==> src/motor_regs_pkg.sv <==
// Purpose: constants and carriers for the motor command/status registers
// Assumes: register offsets are byte addresses on the serial register port
// Notes: key value is a parameter default, value arbitrary
package motor_regs_pkg;
    localparam int ADDR_W = 8;
    localparam int DATA_W = 32;
    localparam logic [7:0] ALGO_CMD_OFS = 8'hE6;
    localparam logic [7:0] DEV_CMD_OFS = 8'hE8;
    localparam logic [7:0] PWR_STAT_OFS = 8'hEC;
    localparam int STORE_BIT = 31;
    localparam int RECALL_BIT = 30;
    localparam int FAULT_CLR_BIT = 29;
    localparam int RETRY_CLR_BIT = 28;
    localparam int KEY_HI = 27;
    localparam int KEY_LO = 20;
    localparam int WD_ACK_BIT = 0;
    localparam int CURR_HI = 31;
    localparam int CURR_LO = 16;
    localparam int POW_HI = 15;
    localparam int POW_LO = 0;
    localparam logic [31:0] RESET_WORD = 32'h0000_0000;
    localparam logic [7:0] UNLOCK_KEY_DEFAULT = 8'h5A;
    localparam logic [15:0] ZERO16 = 16'h0000;

    typedef struct packed {
        logic store;
        logic recall;
        logic fault_clear;
        logic retry_clear;
        logic wd_ack;
        logic store_refused;
    } cmd_pulses_t;

    typedef struct packed {
        logic [15:0] current;
        logic [15:0] power;
    } pwr_sample_t;
endpackage : motor_regs_pkg

==> src/motor_ctrl_status_algo_regs.sv <==
// Purpose: algorithm command word and power-monitor status registers
// Assumes: serial bus engine delivers single-cycle read/write strobes
// Notes: command bits are triggers, nothing of them is stored
`timescale 1ns/10ps
// Behaviour
// - status bits 31-16 give bus current, count/256 amperes, resets zero.
// - status bits 15-0 give input power, count/64 watts, resets zero.
// - writing one to bit 31 stores shadow registers to nonvolatile memory.
// - writing one to bit 30 reloads shadow registers from nonvolatile memory.
// - writing one to bit 29 clears all driver and controller faults.
// - writing one to bit 28 clears the lock-fault retry counters.
// - bits 27-20 carry unlock key; store without correct key is refused.
// - watchdog acknowledge returns to zero by itself after being set.
// - command word at E6h, write-only, zero after reset, bits 19-1 reserved.
// - status word at ECh, zero after reset.
module motor_ctrl_status_algo_regs #(
    parameter logic [7:0] UNLOCK_KEY = motor_regs_pkg::UNLOCK_KEY_DEFAULT
) (
    input wire logic I_MCLK,
    input wire logic I_RESET_N,
    input wire logic I_WR,
    input wire logic I_RD,
    input wire logic [7:0] I_ADDR,
    input wire logic [31:0] I_WDATA,
    input wire logic [15:0] I_BUS_CURRENT,
    input wire logic [15:0] I_INPUT_POWER,
    output logic [31:0] O_RDATA,
    output logic O_RVALID,
    output logic O_NVM_STORE,
    output logic O_NVM_RECALL,
    output logic O_FAULT_CLEAR,
    output logic O_RETRY_CLEAR,
    output logic O_STORE_REFUSED,
    output logic O_HOST_WD_ACK
);
    motor_regs_pkg::cmd_pulses_t dec_pulses;
    motor_regs_pkg::cmd_pulses_t pulses_reg;
    motor_regs_pkg::cmd_pulses_t pulses_next;
    motor_regs_pkg::pwr_sample_t sample_reg;
    motor_regs_pkg::pwr_sample_t sample_next;
    logic wd_ack_reg;
    logic wd_ack_next;
    logic [31:0] rdata_reg;
    logic [31:0] rdata_next;
    logic rvalid_reg;
    logic rvalid_next;
    logic algo_wr;

    assign algo_wr = I_WR & (I_ADDR == motor_regs_pkg::ALGO_CMD_OFS);

    cmd_decode #(
        .UNLOCK_KEY(UNLOCK_KEY)
    ) u_decode (
        .i_wr(algo_wr),
        .i_data(I_WDATA),
        .o_pulses(dec_pulses)
    );

    always_comb begin
        pulses_next = dec_pulses;
        pulses_next.store = dec_pulses.store;
        wd_ack_next = dec_pulses.wd_ack;
        sample_next.current = I_BUS_CURRENT;
        sample_next.power = I_INPUT_POWER;
        rdata_next = motor_regs_pkg::RESET_WORD;
        rvalid_next = I_RD;
        if (I_RD && I_ADDR == motor_regs_pkg::PWR_STAT_OFS) begin
            rdata_next = sample_reg;
        end
        // command word reads zero, other offsets zero too
    end

    always_ff @(posedge I_MCLK) begin
        if (!I_RESET_N) begin
            pulses_reg <= '0;
            wd_ack_reg <= 1'b0;
            sample_reg <= '0;
            rdata_reg <= motor_regs_pkg::RESET_WORD;
            rvalid_reg <= 1'b0;
        end else begin
            pulses_reg <= pulses_next;
            wd_ack_reg <= wd_ack_next;
            sample_reg <= sample_next;
            rdata_reg <= rdata_next;
            rvalid_reg <= rvalid_next;
        end
    end

    assign O_RDATA = rdata_reg;
    assign O_RVALID = rvalid_reg;
    assign O_NVM_STORE = pulses_reg.store;
    assign O_NVM_RECALL = pulses_reg.recall;
    assign O_FAULT_CLEAR = pulses_reg.fault_clear;
    assign O_RETRY_CLEAR = pulses_reg.retry_clear;
    assign O_STORE_REFUSED = pulses_reg.store_refused;
    assign O_HOST_WD_ACK = wd_ack_reg;

    // status sampled every cycle; the host sees data one cycle old
    store_key_a: assert property (@(posedge I_MCLK) disable iff (!I_RESET_N)
        O_NVM_STORE |-> $past(I_WDATA[motor_regs_pkg::KEY_HI:
        motor_regs_pkg::KEY_LO]) == UNLOCK_KEY)
        else $error("store accepted without key");
    store_cause_a: assert property (@(posedge I_MCLK) disable iff (!I_RESET_N)
        (I_WR && I_ADDR == motor_regs_pkg::ALGO_CMD_OFS
         && I_WDATA[motor_regs_pkg::STORE_BIT]
         && I_WDATA[motor_regs_pkg::KEY_HI:motor_regs_pkg::KEY_LO]
            == UNLOCK_KEY) |=> O_NVM_STORE)
        else $error("store not issued");
    recall_cause_a: assert property (@(posedge I_MCLK)
        disable iff (!I_RESET_N)
        O_NVM_RECALL == $past(I_WR && I_ADDR == motor_regs_pkg::ALGO_CMD_OFS
        && I_WDATA[motor_regs_pkg::RECALL_BIT]))
        else $error("recall mismatch");
    fault_clr_a: assert property (@(posedge I_MCLK) disable iff (!I_RESET_N)
        O_FAULT_CLEAR |-> $past(algo_wr))
        else $error("fault clear without write");
    retry_clr_a: assert property (@(posedge I_MCLK) disable iff (!I_RESET_N)
        (algo_wr && I_WDATA[motor_regs_pkg::RETRY_CLR_BIT]) |=> O_RETRY_CLEAR)
        else $error("retry clear missed");
    wd_selfclr_a: assert property (@(posedge I_MCLK) disable iff (!I_RESET_N)
        (O_HOST_WD_ACK && !(algo_wr && I_WDATA[motor_regs_pkg::WD_ACK_BIT]))
        |=> !O_HOST_WD_ACK)
        else $error("ack did not self clear");
    status_read_a: assert property (@(posedge I_MCLK)
        disable iff (!I_RESET_N)
        (I_RD && I_ADDR == motor_regs_pkg::PWR_STAT_OFS)
        |=> O_RDATA[motor_regs_pkg::CURR_HI:
        motor_regs_pkg::CURR_LO] == $past(sample_reg.current))
        else $error("current readback wrong");
    power_read_a: assert property (@(posedge I_MCLK) disable iff (!I_RESET_N)
        (I_RD && I_ADDR == motor_regs_pkg::PWR_STAT_OFS) |=>
        O_RDATA[motor_regs_pkg::POW_HI:motor_regs_pkg::POW_LO]
        == $past(sample_reg.power))
        else $error("power readback wrong");
    cmd_read_zero_a: assert property (@(posedge I_MCLK)
        disable iff (!I_RESET_N)
        (I_RD && I_ADDR != motor_regs_pkg::PWR_STAT_OFS) |=>
        O_RDATA == motor_regs_pkg::RESET_WORD ##1 1'b1)
        else $error("write-only word read nonzero");
endmodule : motor_ctrl_status_algo_regs

==> src/cmd_decode.sv <==
// Purpose: decode a write of the algorithm command word into pulses
// Assumes: one write strobe per accepted bus write
// Notes: purely combinational, registered by the caller
`timescale 1ns/10ps
module cmd_decode #(
    parameter logic [7:0] UNLOCK_KEY = motor_regs_pkg::UNLOCK_KEY_DEFAULT
) (
    input wire logic i_wr,
    input wire logic [31:0] i_data,
    output motor_regs_pkg::cmd_pulses_t o_pulses
);
    logic key_ok;
    always_comb begin
        key_ok = (i_data[motor_regs_pkg::KEY_HI:motor_regs_pkg::KEY_LO]
                  == UNLOCK_KEY);
        o_pulses.store = i_wr & i_data[motor_regs_pkg::STORE_BIT] & key_ok;
        o_pulses.store_refused = i_wr & i_data[motor_regs_pkg::STORE_BIT]
                                 & ~key_ok;
        o_pulses.recall = i_wr & i_data[motor_regs_pkg::RECALL_BIT];
        o_pulses.fault_clear = i_wr & i_data[motor_regs_pkg::FAULT_CLR_BIT];
        o_pulses.retry_clear = i_wr & i_data[motor_regs_pkg::RETRY_CLR_BIT];
        o_pulses.wd_ack = i_wr & i_data[motor_regs_pkg::WD_ACK_BIT];
    end
endmodule : cmd_decode

==> config.mk <==
export PLATFORM = sky130hd
export DESIGN_NAME = motor_ctrl_status_algo_regs
export DESIGN_NICKNAME = d
export VERILOG_FILES = /design/src/motor_regs_pkg.sv /design/src/motor_ctrl_status_algo_regs.sv /design/src/cmd_decode.sv
export SDC_FILE = /design/constraint.sdc
export NUM_CORES = 1
export LEC_CHECK = 0
export CORE_ASPECT_RATIO = 0.9
export CORE_MARGIN = 4
export CORE_UTILIZATION = 50
export CTS_CLUSTER_DIAMETER = 200
export DETAILED_ROUTE_END_ITERATION = 10
export DONT_BUFFER_PORTS = 1
export HOLD_SLACK_MARGIN = 0.02
export PLACE_DENSITY = 0.66
export SETUP_SLACK_MARGIN = 0.3
export SKIP_CTS_REPAIR_TIMING = 1
export SLEW_MARGIN = 10
export SYNTH_ARGS = -nofsm -noshare
export SYNTH_HDL_FRONTEND = slang
export SYNTH_HIERARCHICAL = 1
export SYNTH_SLANG_ARGS = --single-unit
export TNS_END_PERCENT = 50
==> constraint.sdc <==
create_clock -name I_MCLK -period 2.3 [get_ports I_MCLK]
set_input_delay 0.115 -clock I_MCLK [delete_from_list [all_inputs] [get_ports I_MCLK]]
set_output_delay 0.115 -clock I_MCLK [all_outputs]
set_load 0.05 [all_outputs]
; Yosys cells after proc, flatten, opt, wreduce, memory -nomap -nowiden
; Index checks and enable logic that the tools add are counted.
[classes]
eq_ne = 3
bitwise_logic = 9
n_reduce_logical = 2
[op_table]
columns = cell, count
row1 = equality test 8 bit (second input constant), 2
row2 = AND 1 bit, 8
row3 = equality test 8 x 7 -> 1 bit (second input constant), 1
row4 = AND reduction 2 bit, 1
row5 = logical AND 1 bit, 1
row6 = NOT 1 bit, 1
[word_totals]
regBits = 71
wordCells = 24

; Longest topological paths before layout
[logic_depth]
depth_word = 4
ltp_mapped = 7
depth_no_buf = 5

; Modules after synthesis
; The synthesis kept the hierarchy.
[modules_own_cells]
columns = module, instances, cells_each, area_each_um2, seq_area_each_um2
row1 = motor_ctrl_status_algo_regs, 1, 193, 2344.7, 1421.4
row2 = cmd_decode, 1, 9, 67.6, 0.0

; Worst setup path after synthesis
; OpenSTA, ideal clock, no wires.
[synth_timing]
path_type = input to register
startpoint = input I_ADDR[0]
endpoint = register pulses_reg, in the netlist O_NVM_STORE
arrival_time_ns = 1.300
required_time_ns = 2.241
path_slack_ns = 0.941
stages = 7
path_buffers = 2
path_cell_list = or2_1 -> buf_6 -> buf_8 -> nor4_2 -> nand2_1 -> and3b_1 -> and2_1
[synth_rtl]
columns = item, line
row1 = "start, declared", motor_ctrl_status_algo_regs.sv:23  ; input wire logic [7:0] I_ADDR,
row2 = "end signal, assigned", motor_ctrl_status_algo_regs.sv:81  ; pulses_reg <= pulses_next;
row3 = "end, declared", motor_ctrl_status_algo_regs.sv:37  ; motor_regs_pkg::cmd_pulses_t pulses_reg;

; Final worst setup path
[layout_timing]
startpoint = input I_RESET_N
endpoint = register sample_reg[8] (netlist name)
[layout_rtl]
columns = item, line
row1 = "start, declared", motor_ctrl_status_algo_regs.sv:20  ; input wire logic I_RESET_N,
row2 = "end signal, assigned", motor_ctrl_status_algo_regs.sv:83  ; sample_reg <= sample_next;
row3 = "end, declared", motor_ctrl_status_algo_regs.sv:39  ; motor_regs_pkg::pwr_sample_t sample_reg;
; No word-level cell between the ends.

==> flow_summary_export.csv <==
group,metric,value,unit
setup_path,crit_buf_inv,1,
timing,setup_viol,0,
synth,synthFlopType,"dfxtp_1",
routing,wl_met3,415,um
setup_path,setup.worst_path.start_class,"input port",
setup_path,arrival,1.53,ns
clocking,cts_max_path_buffers,2,
synth,syn_avg_cell_area,11.9,sq um
min_path,hold_path.startpoint,"I_WDATA[28]",
timing,finalHoldViolations,0,
floorplan,die_h,73.9,um
timing,drv_slew,0,
min_path,hold_depth,2,
synth,yosysMostFrequentCell,"dfxtp_1",
synth,seq_area_frac_synth,0.589,
setup_path,critical-path-max-stage-delay,1.14,ns
global_routing,grt_pass1_wl,6.14,mm
timing,final.setup.tns,0,ns
floorplan,dieArea,6000,sq um
layout,drive_gt1_frac,0.195,
routing,drc_errors,0,
synth,yosys.area.top_type,"dfxtp_1",
clocking,clock_sinks,71,
clocking,clk_pin_slew,0.06,ns
clocking,cts_tree,"yes",
place,dp_slack,0.925,ns
setup_path,cp.required,2.56,ns
clocking,htree_levels,3,
setup_path,timing.rr.end,"O_RDATA[13]$_SDFF_PN0_",
global_routing,grt_overflow_total,0,
routing,vias,1416,
min_path,min_to,"O_RETRY_CLEAR$_SDFF_PN0_",
clocking,numCtsBuffers,9,
setup_path,path_cells,"dlygate4sd3_1, and2_1",
timing,max_freq,791,MHz
floorplan,rows,23,
setup_path,critPathMaxFanout,39,
synth,synth_top_cells_by_count,"dfxtp_1, and2_1, inv_1",
setup_path,cp_top_family,"buffers and inverters",
place,dp_hpwl,2.94,mm
routing,wl_per_cell,14.2,um
setup_path,rr_worst_depth,2,
layout,fin_area,2920,sq um
run_status,run_status,"complete, no violations",
job,cap_viol_max_count,0,
timing,rsz0062_at_grt,"no",
routing,drtIter0Drc,38,
routing,totalWireLength,4.31,mm
synth,ys_ff_latch,71,
timing,layout_min_cycle_time,1.26,ns
min_path,hp-class,"input port to register",
synth,synth-async-reset-ratio,0,
place,port_buffers,0,
global_routing,grt_pass1_vias,1302,
setup_path,end_kind,"register",
layout,syn_to_final_growth,21.0,%
timing,maxSlewHeadroom,0.382,
global_routing,grt.total_usage,0.146,
routing,drt_first_pass_iters,4,
setup_path,r2r_start,"sample_reg[13]$_SDFF_PN0_",
global_routing,grt_max_degree,41,
timing,worst_pin_slew,0.924,ns
synth,synth_edf_count,0,
routing,top_layer_used,"met4",
layout,final_net_count,313,
layout,post-route-util,0.642,
place,placed_cells,253,
setup_path,slowest_stage,"dlygate4sd3_1",
power,cellLeakagePower,1.09,nW
floorplan,ios,115,
power,vdd_ir_drop_max,497,uV
routing,wl_met1,1.45,mm
clocking,clk_latency,0.33,ns
routing,wl_met2,2.39,mm
timing,finalCritPeriodShare,0.550,
synth,syn_inst,202,
synth,synth.top_cell.area_share,0.589,
clocking,cts-root-buf,"clkbuf_8",
routing,post_drt_via_cell_ratio,4.67,
floorplan,die_w,81.2,um
place,gp_congestion,0.732,
layout,antenna_cells,0,
timing,finalClockSkew,0.00675,ns
synth,synth.distinct_cells,17,
floorplan,fp.coreArea,4550,sq um
setup_path,path_class,"input port to register",
floorplan,start_util,0.531,
setup_path,r2r_setup_slack,1.58,ns
synth,synth_warnings,6,
place,placed_area,2410,sq um
synth,syn-cell-area,2410,sq um
synth,synthTopCellsByArea,"dfxtp_1, nor4_2, and2_1",
power,p_per_area,752,nW/um^2
synth,syn_nets,278,
timing,fin_ws,1.04,ns
layout,final_cells,303,
routing,drtAntennaViolNets,0,
global_routing,antenna_found_initial,0,
worst max-delay path by stage:
stage                                      start                  endpoint  depth (start not counted)
after floorplan                        I_ADDR[0]    O_NVM_STORE$_SDFF_PN0_                          7
after global placement                 I_ADDR[0]    O_NVM_STORE$_SDFF_PN0_                          5
after detailed placement               I_ADDR[0]    O_NVM_STORE$_SDFF_PN0_                          5
after CTS                 O_RDATA[24]$_SDFF_PN0_               O_RDATA[24]                          0
after global routing                   I_RESET_N  sample_reg[8]$_SDFF_PN0_                          2
final                                  I_RESET_N  sample_reg[8]$_SDFF_PN0_                          2
logic make-up (layout without fill, tap and decap cells):
logic type             after synthesis  in the layout  synth area share
AO/OA/AOI/OAI                        1              1           0.00207
flip-flops                          71             71             0.589
buffers and inverters               46             85            0.0918
AND/OR/NAND/NOR                     84             84             0.317
where the power goes:
group / switching [mW] / total, mW / internal, mW
logic: 0.0628 / 0.128 / 0.0654
registers: 0.0118 / 1.27 / 1.26
clock network: 0.378 / 0.793 / 0.415
total: 0.453 / 2.19 / 1.74
cell type report:
class | instances | area [sq um]
Timing Repair Buffer | 38 | 373
Clock buffer | 14 | 153
Sequential cell | 71 | 1420
Fill cell | 377 | 1630
Multi-Input combinational cell | 85 | 769
Inverter | 32 | 120
Clock inverter | 1 | 5.00
Tap cell | 62 | 77.6
metal layers:
metal	vias up	track usage
met5	-	0
met4	0	0.0619
met3	6	0.0956
met2	65	0.268
met1	635	0.122
li1	710	-
cells in the final DEF, fill, tap and decap left out:
cell type,instances
a21oi_1,1
and2_1,43
and3b_1,1
and4bb_1,2
buf_4,3
clkbuf_1,4
clkbuf_8,10
clkinv_2,1
dfxtp_1,71
dlygate4sd3_1,35
inv_1,32
nand2_1,2
nand4_2,1
nand4b_1,1
nor4_1,2
nor4_2,28
nor4_4,3
or2_2,1
per-stage QoR:
| step | power [mW] | hold WS (ns) |
|---|---|---|
| 2_1_floorplan | 1.38 | 0.237 |
| 5_1_grt | 2.28 | 0.0280 |
| 3_5_place_dp | 1.38 | 0.242 |
| 6_report | 2.19 | 0.0223 |
| 3_3_place_gp | 1.37 | 0.238 |
| 4_1_cts | 2.17 | -0.116 |
Power figures use the tool's default switching activity.
